--- config.mk ---
export PLATFORM = sky130hd
export DESIGN_NAME = sidr_top
export DESIGN_NICKNAME = d
export VERILOG_FILES = /design/src/rtl/sidr_top.v
export VERILOG_INCLUDE_DIRS = /design/src /design/src/rtl
export SDC_FILE = /design/constraint.sdc
export NUM_CORES = 1
export LEC_CHECK = 0
export ABC_AREA = 1
export BUFFER_PORTS_ARGS = -buffer_cell sky130_fd_sc_hd__buf_4
export CAP_MARGIN = 20
export CORE_MARGIN = 2
export CORE_UTILIZATION = 30
export DETAILED_ROUTE_END_ITERATION = 10
export PLACE_DENSITY = 0.47
export SLEW_MARGIN = 15
export SYNTH_ARGS = -nofsm -noshare
export SYNTH_HDL_FRONTEND = slang
export SYNTH_SLANG_ARGS = --single-unit
--- constraint.sdc ---
create_clock -name clk_sys_i -period 1.6 [get_ports clk_sys_i]
set_clock_uncertainty 0.15 [all_clocks]
set_input_delay 0.32 -clock clk_sys_i [delete_from_list [all_inputs] [get_ports clk_sys_i]]
set_output_delay 0.32 -clock clk_sys_i [all_outputs]
set_load 0.02 [all_outputs]
--- src/rtl/sidr_regs.vh ---
`ifndef SIDR_REGS_VH
`define SIDR_REGS_VH

// ****************************************
// Peripheral and register addresses
// ****************************************
`define SIDR_ADDR_DIV_RATIO   8'h41
`define SIDR_DIV_RATIO_RESET  16'h0100

// ****************************************
// Division ratio field layout
// ****************************************
`define SIDR_PROG_MSB         15
`define SIDR_PROG_LSB         4
`define SIDR_SWAL_MSB         3
`define SIDR_SWAL_LSB         0

// ****************************************
// Mode select encodings
// ****************************************
`define SIDR_MODE_MED_DIRECT  2'h0
`define SIDR_MODE_HIGH_SWAL   2'h1
`define SIDR_MODE_VHIGH_SWAL  2'h2
`define SIDR_MODE_IN_DISABLE  2'h3
`define SIDR_MODE_RESET       2'h0

// ****************************************
// Prescaler moduli
// ****************************************
`define SIDR_PRESC_LOW_LAST   5'h0F
`define SIDR_PRESC_HIGH_LAST  5'h10

// ****************************************
// Reference select codes and divisors of the 4.5 MHz crystal
// ****************************************
`define SIDR_XTAL_HZ          4500000
`define SIDR_REF_SEL_RESET    4'hF
`define SIDR_REF_SEL_DISABLE  4'hF
`define SIDR_REF_DIV_1K25     13'hE10
`define SIDR_REF_DIV_2K5      13'h708
`define SIDR_REF_DIV_5K       13'h384
`define SIDR_REF_DIV_10K      13'h1C2
`define SIDR_REF_DIV_6K25     13'h2D0
`define SIDR_REF_DIV_12K5     13'h168
`define SIDR_REF_DIV_25K      13'h0B4
`define SIDR_REF_DIV_50K      13'h05A
`define SIDR_REF_DIV_3K       13'h5DC
`define SIDR_REF_DIV_1K       13'h1194
`define SIDR_REF_DIV_9K       13'h1F4
`define SIDR_REF_DIV_100K     13'h02D
`define SIDR_REF_DIV_NONE     13'h0000

`endif

--- src/rtl/sidr_top.v ---
`timescale 1ns/1ps
// Overview of operation
// At most one oscillator input feeds the divider, picked by the mode select; none in input-disable.
// The oscillator input not in use has its pull-down asserted.
// Divider is a 16/17 prescaler, 4-bit swallow, 12-bit programmable counter, mode switch.
// Medium-band direct: low-band input, high-band pulled down, programmable counter only.
// High-band swallow: low-band input, high-band pulled down, both counters used.
// Very-high-band swallow: high-band input, low-band pulled down, both counters used.
// Input-disable pulls both inputs down; reference generator keeps running.
// Direct ratio is 16 to 4095; software writes 010x to FFFx, low nibble ignored.
// Swallow modes use all 16 bits; ratio 256 to 65535.
// Direct mode loads upper twelve bits to programmable counter, ignores the rest.
// Swallow mode loads upper twelve bits to programmable, low four to swallow.
// Swallow and programmable counters both count down in binary.
// Division register at address 41H is written and read back via staging buffer.
// Divided output equals input frequency divided by N (12 or 16 bits).
// Reference is derived by dividing the 4.5 MHz crystal clock.
// Twelve selectable references from 1 kHz to 100 kHz.
// Code 0000 is 1.25 kHz, 1000 is 3 kHz, 1001-1011 prohibited, 1111 disables.
// Disable code pulls both inputs down and floats the error outputs.
// Prescaler divides by 17 for swallow-count cycles, else by 16.
`include "sidr_regs.vh"

module sidr_top (
	input  wire        clk_sys_i,
	input  wire        resetn_i,
	input  wire [7:0]  periph_addr_i,
	input  wire [15:0] staging_buffer_i,
	input  wire        periph_put_i,
	input  wire        periph_get_i,
	output wire [15:0] staging_buffer_o,
	input  wire [1:0]  mode_select_i,
	input  wire [3:0]  ref_select_i,
	input  wire        high_band_osc_input_i,
	input  wire        low_band_osc_input_i,
	input  wire        xtal_clk_i,
	output wire        high_band_pulldown_o,
	output wire        low_band_pulldown_o,
	output wire        divided_frequency_o,
	output wire        reference_frequency_o,
	output wire        synth_disabled_o,
	output wire        error_out_float_o
);

	// ****************************************
	// Helper functions
	// ****************************************

	// Crystal divisor for a reference select code
	function [12:0] ref_divisor;
		input [3:0] code;
		begin
			case (code)
				4'h0: ref_divisor = `SIDR_REF_DIV_1K25;
				4'h1: ref_divisor = `SIDR_REF_DIV_2K5;
				4'h2: ref_divisor = `SIDR_REF_DIV_5K;
				4'h3: ref_divisor = `SIDR_REF_DIV_10K;
				4'h4: ref_divisor = `SIDR_REF_DIV_6K25;
				4'h5: ref_divisor = `SIDR_REF_DIV_12K5;
				4'h6: ref_divisor = `SIDR_REF_DIV_25K;
				4'h7: ref_divisor = `SIDR_REF_DIV_50K;
				4'h8: ref_divisor = `SIDR_REF_DIV_3K;
				4'hC: ref_divisor = `SIDR_REF_DIV_1K;
				4'hD: ref_divisor = `SIDR_REF_DIV_9K;
				4'hE: ref_divisor = `SIDR_REF_DIV_100K;
				default: ref_divisor = `SIDR_REF_DIV_NONE;
			endcase
		end
	endfunction

	// Rising edge seen once stages two and three agree on a new level
	function rise_ok;
		input s2;
		input s3;
		input lvl;
		begin
			rise_ok = (s2 == s3) && s3 && !lvl;
		end
	endfunction

	// ****************************************
	// Division ratio register
	// ****************************************
	reg [15:0] div_ratio_q;
	reg [15:0] rdata_q;
	wire       sel_ratio = (periph_addr_i == `SIDR_ADDR_DIV_RATIO);

	// Write from and read back into the staging buffer
	always @(posedge clk_sys_i or negedge resetn_i) begin
		if (!resetn_i) begin
			div_ratio_q <= `SIDR_DIV_RATIO_RESET;
			rdata_q     <= 16'h0000;
		end else begin
			if (periph_put_i && sel_ratio) begin
				div_ratio_q <= staging_buffer_i;
			end
			if (periph_get_i && sel_ratio) begin
				rdata_q <= div_ratio_q;
			end
		end
	end
	assign staging_buffer_o = rdata_q;

	// ****************************************
	// Mode decode and input select
	// ****************************************
	wire synth_off  = (ref_select_i == `SIDR_REF_SEL_DISABLE);
	wire mode_dir   = (mode_select_i == `SIDR_MODE_MED_DIRECT);
	wire mode_hsw   = (mode_select_i == `SIDR_MODE_HIGH_SWAL);
	wire mode_vsw   = (mode_select_i == `SIDR_MODE_VHIGH_SWAL);
	wire swallow_on = mode_hsw | mode_vsw;
	wire div_run    = !synth_off && (mode_dir | swallow_on);
	wire use_high   = mode_vsw && !synth_off;
	wire use_low    = (mode_dir | mode_hsw) && !synth_off;

	// Unused pin pulled down; both when disabled
	assign high_band_pulldown_o = !use_high;
	assign low_band_pulldown_o  = !use_low;
	assign synth_disabled_o     = synth_off;
	assign error_out_float_o    = synth_off;

	// ****************************************
	// Pin synchronisers
	// ****************************************
	reg [2:0] hb_sync_q;
	reg [2:0] lb_sync_q;
	reg [2:0] xt_sync_q;
	reg       hb_lvl_q;
	reg       lb_lvl_q;
	reg       xt_lvl_q;

	// Three-stage capture with agreed level tracking
	always @(posedge clk_sys_i or negedge resetn_i) begin
		if (!resetn_i) begin
			hb_sync_q <= 3'h0;
			lb_sync_q <= 3'h0;
			xt_sync_q <= 3'h0;
			hb_lvl_q  <= 1'b0;
			lb_lvl_q  <= 1'b0;
			xt_lvl_q  <= 1'b0;
		end else begin
			hb_sync_q <= {hb_sync_q[1:0], high_band_osc_input_i};
			lb_sync_q <= {lb_sync_q[1:0], low_band_osc_input_i};
			xt_sync_q <= {xt_sync_q[1:0], xtal_clk_i};
			if (hb_sync_q[1] == hb_sync_q[2]) begin
				hb_lvl_q <= hb_sync_q[2];
			end
			if (lb_sync_q[1] == lb_sync_q[2]) begin
				lb_lvl_q <= lb_sync_q[2];
			end
			if (xt_sync_q[1] == xt_sync_q[2]) begin
				xt_lvl_q <= xt_sync_q[2];
			end
		end
	end

	wire hb_rise = rise_ok(hb_sync_q[1], hb_sync_q[2], hb_lvl_q);
	wire lb_rise = rise_ok(lb_sync_q[1], lb_sync_q[2], lb_lvl_q);
	wire xt_rise = rise_ok(xt_sync_q[1], xt_sync_q[2], xt_lvl_q);
	wire in_edge = (use_high & hb_rise) | (use_low & lb_rise);

	// ****************************************
	// Programmable divider
	// ****************************************
	reg  [4:0]  presc_q;
	reg  [3:0]  swal_q;
	reg  [11:0] prog_q;
	reg         div_pulse_q;
	wire [11:0] prog_load = div_ratio_q[`SIDR_PROG_MSB:`SIDR_PROG_LSB];
	wire [3:0]  swal_load = div_ratio_q[`SIDR_SWAL_MSB:`SIDR_SWAL_LSB];
	wire [4:0]  presc_last = (swal_q != 4'h0) ? `SIDR_PRESC_HIGH_LAST : `SIDR_PRESC_LOW_LAST;
	wire        presc_wrap = swallow_on ? (presc_q == presc_last) : 1'b1;
	wire        prog_end   = (prog_q <= 12'h001);

	// Up-counting prescaler, down counters, reload and output pulse every N input cycles
	always @(posedge clk_sys_i or negedge resetn_i) begin
		if (!resetn_i) begin
			presc_q     <= 5'h00;
			swal_q      <= 4'h0;
			prog_q      <= 12'h000;
			div_pulse_q <= 1'b0;
		end else if (!div_run) begin
			presc_q     <= 5'h00;
			swal_q      <= 4'h0;
			prog_q      <= 12'h000;
			div_pulse_q <= 1'b0;
		end else begin
			div_pulse_q <= 1'b0;
			if (in_edge) begin
				if (!presc_wrap) begin
					presc_q <= presc_q + 5'h01;
				end else begin
					presc_q <= 5'h00;
					if (prog_end) begin
						prog_q      <= prog_load;
						swal_q      <= swallow_on ? swal_load : 4'h0;
						div_pulse_q <= 1'b1;
					end else begin
						prog_q <= prog_q - 12'h001;
						if (swal_q != 4'h0) begin
							swal_q <= swal_q - 4'h1;
						end
					end
				end
			end
		end
	end
	assign divided_frequency_o = div_pulse_q;

	// ****************************************
	// Reference generator
	// ****************************************
	reg  [12:0] ref_cnt_q;
	reg         ref_pulse_q;
	wire [12:0] ref_div = ref_divisor(ref_select_i);

	// Count crystal edges down from the selected divisor
	always @(posedge clk_sys_i or negedge resetn_i) begin
		if (!resetn_i) begin
			ref_cnt_q   <= 13'h0000;
			ref_pulse_q <= 1'b0;
		end else if (ref_div == `SIDR_REF_DIV_NONE) begin
			ref_cnt_q   <= 13'h0000;
			ref_pulse_q <= 1'b0;
		end else begin
			ref_pulse_q <= 1'b0;
			if (xt_rise) begin
				if (ref_cnt_q <= 13'h0001) begin
					ref_cnt_q   <= ref_div;
					ref_pulse_q <= 1'b1;
				end else begin
					ref_cnt_q <= ref_cnt_q - 13'h0001;
				end
			end
		end
	end
	assign reference_frequency_o = ref_pulse_q;

endmodule // sidr_top

# Yosys cells after proc, flatten, opt, wreduce, memory -nomap -nowiden
# Memories as Yosys holds them, arrays and structs flattened.
# Index checks and enable logic that the tools add are counted.
word_totals:
  mem_bits_rw: 0
  wordCells: 86
  latch_bits: 0
  mem_bits_ro: 208
  mem_count: 1
  ff_bits: 80
  inputBits: 37
  output_inout_bits: 22
classes:
  bitwise: 6
  div_mod_pow: 0
  order_cmp: 2
  mul: 0
  muxes: 25
  addsub: 4
  n_eq_ne: 11
  reduce_logical: 23
  n_shift: 0
memory_table:
  columns: ["name", "words", "word_bits", "read_ports", "rd_ports_with_merged_regs", "write_ports", "line_no", "source"]
  rows:
  - ["(name not given)", 16, 13, 1, 0, 0, "sidr_top.v:53", "case (code)"]
op_table:
  columns: ["operator", "count"]
  rows:
  - ["$mux W12", 4]
  - ["$mux W13", 3]
  - ["$mux W4", 6]
  - ["$mux W5", 4]
  - ["$le A13 B1 Y1 const B", 1]
  - ["$logic_not A13 Y1", 1]
  - ["$sub A13 B1 Y13 const B", 1]
  - ["$le A12 B1 Y1 const B", 1]
  - ["$sub A12 B1 Y12 const B", 1]
  - ["$logic_and A1 B1 Y1", 11]
  - ["$eq A8 B7 Y1 const B", 1]
  - ["$mux W1", 8]
  - ["$logic_not A1 Y1", 6]
  - ["$add A5 B1 Y5 const B", 1]
  - ["$eq A5 B5 Y1", 1]
  - ["$eq A4 B4 Y1 const B", 1]
  - ["$ne A2 B1 Y1 const B", 2]
  - ["$or A1 B1 Y1", 4]
  - ["$reduce_bool A4 Y1", 1]
  - ["$sub A4 B1 Y4 const B", 1]
  - ["$eq A1 B1 Y1", 3]
  - ["$ne A3 B1 Y1 const B", 1]
  - ["$reduce_and A3 Y1", 1]
  - ["$and A1 B1 Y1", 2]
  - ["other kinds (5)", 5]

# Depth between registers and ports, before layout
depth:
  depth_word: 7
  ltp_mapped: 12
  mapped_depth_nobuf: 11

# Worst setup path before layout
# No wires, ideal clock.
synth_timing:
  path_kind: "register to register"
  startpoint: "reg prog_q[0]"
  endpoint: "reg swal_q[0]"
  path_stages_with_launch: 12
  arrival_ns: 1.388
  setup_slack_ns: -0.056
  cell_sequence: "dfrtp_1 -> inv_1 -> ha_1 -> inv_1 -> nand2_1 -> nand2_1 -> nor2_1 -> nand2_1 -> nand3_1 -> nand3_1 -> nand2_1 -> nand2_1"
synth_between:
  elab_chain_len: 5
synth_lines:
  columns: ["item", "line_no", "source"]
  rows:
  - ["start: declaration", "sidr_top.v:167", "reg [11:0] prog_q;"]
  - ["start signal: assignment", "sidr_top.v:195", "prog_q <= prog_load;"]
  - ["start signal: assignment", "sidr_top.v:199", "prog_q <= prog_q - 12'h001;"]
  - ["$le A12 B1 Y1 (*)", "sidr_top.v:173", "wire prog_end = (prog_q <= 12'h001);"]
  - ["$mux W4", "sidr_top.v:194", "if (prog_end) begin"]
  - ["$mux W4", "sidr_top.v:190", "if (!presc_wrap) begin"]
  - ["$mux W4", "sidr_top.v:189", "if (in_edge) begin"]
  - ["$mux W4", "sidr_top.v:182", "end else if (!div_run) begin"]
  - ["end signal: assignment", "sidr_top.v:196", "swal_q <= swallow_on ? swal_load : 4'h0;"]
  - ["end signal: assignment", "sidr_top.v:201", "swal_q <= swal_q - 4'h1;"]
  - ["end: declaration", "sidr_top.v:166", "reg [3:0] swal_q;"]
# Mark *: on every way between the ends. The rest lies on a longest branch, timed or not. The select of a mux whose other input is x is not followed.
# A chain may end at the register's enable or synchronous reset.

# Worst setup path after layout
layout_timing:
  startpoint: "reg prog_q[0]"
  endpoint: "reg swal_q[1]"
# The elaborated chain is that of the path after synthesis.

==> impl_metrics.toml <==
[run_status]
run_status = "finished, violations left"
violations = "negative setup slack"

[sta]
finalCritPeriodShare_pct = 110.9
fmax_mhz = 563.7
tightest_slew_ps = 360.2
hold_viol_final = 0
rsz0062_at_grt = "yes"
max_slew_margin_pct = 75.77
final.setup.worst_slack_ps = -173.9
fin_setup_tns_ps = -1813
drv_slew = 0
period_needed_ps = 1774
setup_viol = 22

[detailed_routing]
routed_wl_um = 12700
drtAntennaViolNets = 0
routed_wire_length_per_instance_um = 12.43
drt_pass1_iterations = 5
num_vias = 4613
drcViolationCount = 0
drt_iter0_drc = 261
vias_per_cell = 4.514

[worst_setup_path]
cp.arrival_ps = 1910
required_ps = 1730
cpMostUsedCell = "nand2_1"
end_kind = "flip-flop"
crit_chain = "inv_2 > ha_4 > inv_2 > nand2_1 > nand2_1 > nor2_2 > nand2_2 > buf_6 > nand3_4 > buf_12 > nand4_1 > nand2_1"
cpPeakStageDelay_ps = 440
crit_buf_inv = 4
start_kind = "flip-flop"
crit_family = "simple AND/OR/NAND/NOR gates"
crit_fanout = 5
worstSetupPathType = "reg2reg"
cp_slowest_cell = "dfrtp_2"

[logic_synthesis]
yosysWarnings = 0
muxShareOfSynthArea_pct = 0.2395
avgSynthCellArea_um2 = 7.347
async_flop_share_pct = 100.0
synth-compound-area-share_pct = 8.701
ys_seq_area_share_pct = 42.60
synth_top_area_cell = "dfrtp_1"
synth_xor_area_share_pct = 1.304
synth_top_family_by_area = "simple AND/OR/NAND/NOR gates"
synth_ff_type = "dfrtp_1"
synth-simple-area-share_pct = 32.01
yosys-top-cells-area = "dfrtp_1 (42%), nand2_1 (14%), nand3_1 (7.9%)"
post-synth-top-count-cell = "nand2_1"
yosys-top-cells-count = "nand2_1 (180), inv_1 (86), dfrtp_1 (79)"
netlist_area_um2 = 4702
synthCells = 640
ys_seq_elements = 80
synth-edff-count = 0
synth_top_area_share_pct = 42.04
yosys.area_share.adder_pct = 4.790
synth.distinct_cells = 33
synth_nets = 695

[layout]
diodes = 0
drive_above_1_share_pct = 34.77
syn2layout_area_growth_pct = 47.58
final_nets = 861
n_fill_cell = 1507

[flow_run]
maxCapViolCount = 0

[floorplanning]
dieArea_um2 = 16690
io_pins = 59
fp.dieH_um = 129.2
core_area_um2 = 15260
die_x_um = 129.2
fp-row-count = 45
start_util_pct = 30.82

[global_routing]
grt_pass1_wl_um = 21390
grt_pass1_vias = 4582
grt_start_max_net_pins = 33
grt-ovfl-total = 0
antenna_found_initial = 0
grt_usage_pct = 16.07

[clock_network]
cts_buffers = 9
clockBufferDepth = 2
clock_latency_ps = 340
cts_tree = "built"
clk_pin_slew_ps = 70
clock_sinks = 80
htreeDepth = 3
clockRootBuffer = "clkbuf_16"

[power_and_ir_drop]
ir_drop_mv = 0.7237
finalPower_w = 0.01106
power_density_nw_per_um2 = 1594
power_leakage_nw = 3.567

[placement]
dp_hpwl_um = 9485
port_buffers = 58
gp_congestion = 0.9051

[hold_path]
hold_class = "in2reg"
-- sequential cells by signal, indices dropped and copies added, names as in the netlist, 3 cells and up --
signal	cells
div_ratio_q	16
staging_buffer_o	16
ref_cnt_q	13
prog_q	12
presc_q	5
swal_q	4
hb_sync_q	3
lb_sync_q	3
xt_sync_q	3
-- area by class of cell --
type	count	area, um^2	share of cell area, %
inverter	90	346.6	4.995
multi-input combinational	448	2590	37.32
clock buffer	10	229.0	3.300
clock inverter	6	50.05	0.7212
timing repair buffer	177	1454	20.95
sequential	80	2006	28.90
tap	211	264.0	3.805
-- tightest hold or removal path: cells and delay by family --
| family | cells | cell delay (ps) |
|---|---|---|
| AO/OA/AOI/OAI | 1 | 80 |
| buffers and inverters | 2 | 140 |
-- per-layer routing --
| metal | track usage [%] | routed length, um |
|---|---|---|
| met5 | 0 | 0 |
| met4 | 6.777 | 243 |
| met3 | 2.766 | 480 |
| met2 | 24.80 | 5862 |
| met1 | 22.31 | 6118 |
-- final timing paths --
check	depth (start not counted)	start	endpoint	slack [ps]
max	12	prog_q[0]	swal_q[1]	-170
min	3	staging_buffer_i[8]	div_ratio_q[8]	60
max reg2reg	12	prog_q[0]	swal_q[1]	-170
min reg2reg	0	hb_sync_q[0]	hb_sync_q[1]	200
max in group asynchronous	3	resetn_i	div_ratio_q[8]	470
min in group asynchronous	2	resetn_i	ref_cnt_q[3]	280
-- kinds of logic after synthesis --
kind of cell,count (synthesis)
buffers and inverters,112
AND/OR/NAND/NOR,342
XOR/XNOR,7
AO/OA/AOI/OAI,80
flip-flops,80
multiplexers,1
adder cells (fa/ha/maj),18
-- per-stage QoR --
stage,instances,utilization (%),hold slack (ps),worst slack [ps],instance area [um^2]
floorplan,640,-,-125.6,-15.75,4761
global placement,987,40.07,99.51,-291.3,6115
detailed placement,987,40.07,108.7,-318.2,6115
CTS,1015,43.58,58.44,-205.1,6650
global route,1022,45.48,85.12,-289.3,6939
finish,1022,45.48,58.98,-173.9,6939
-- layout by cell type, fill, tap and decap left out, types with 10 or more instances in the layout --
master   count
nor2_2      12
o21ai_0     41
buf_6       10
nor2_1      37
inv_2       13
inv_1       74
ha_1        12
nand3_1     60
dfrtp_1     77
o21ai_1     18
nand2_2     10
buf_4      154
nand3_2     13
nand2_1    167
nand4_1     10
-- power by group --
part	total (W)	switching, W	internal [W]
Sequential	0.00260	0.000270	0.00233
Combinational	0.00648	0.00350	0.00299
Clock	0.00198	0.000907	0.00107
Total	0.0111	0.00467	0.00639
-- timing repair --
item                       CTS  global route
pin swaps                    9            14
resized for setup           42            61
setup buffers                7             5
hold buffers                 4             0
hold endpoints to repair    22             0
cloned                       1             2
setup endpoints to repair   35            40
Power figures use the tool's default switching activity.
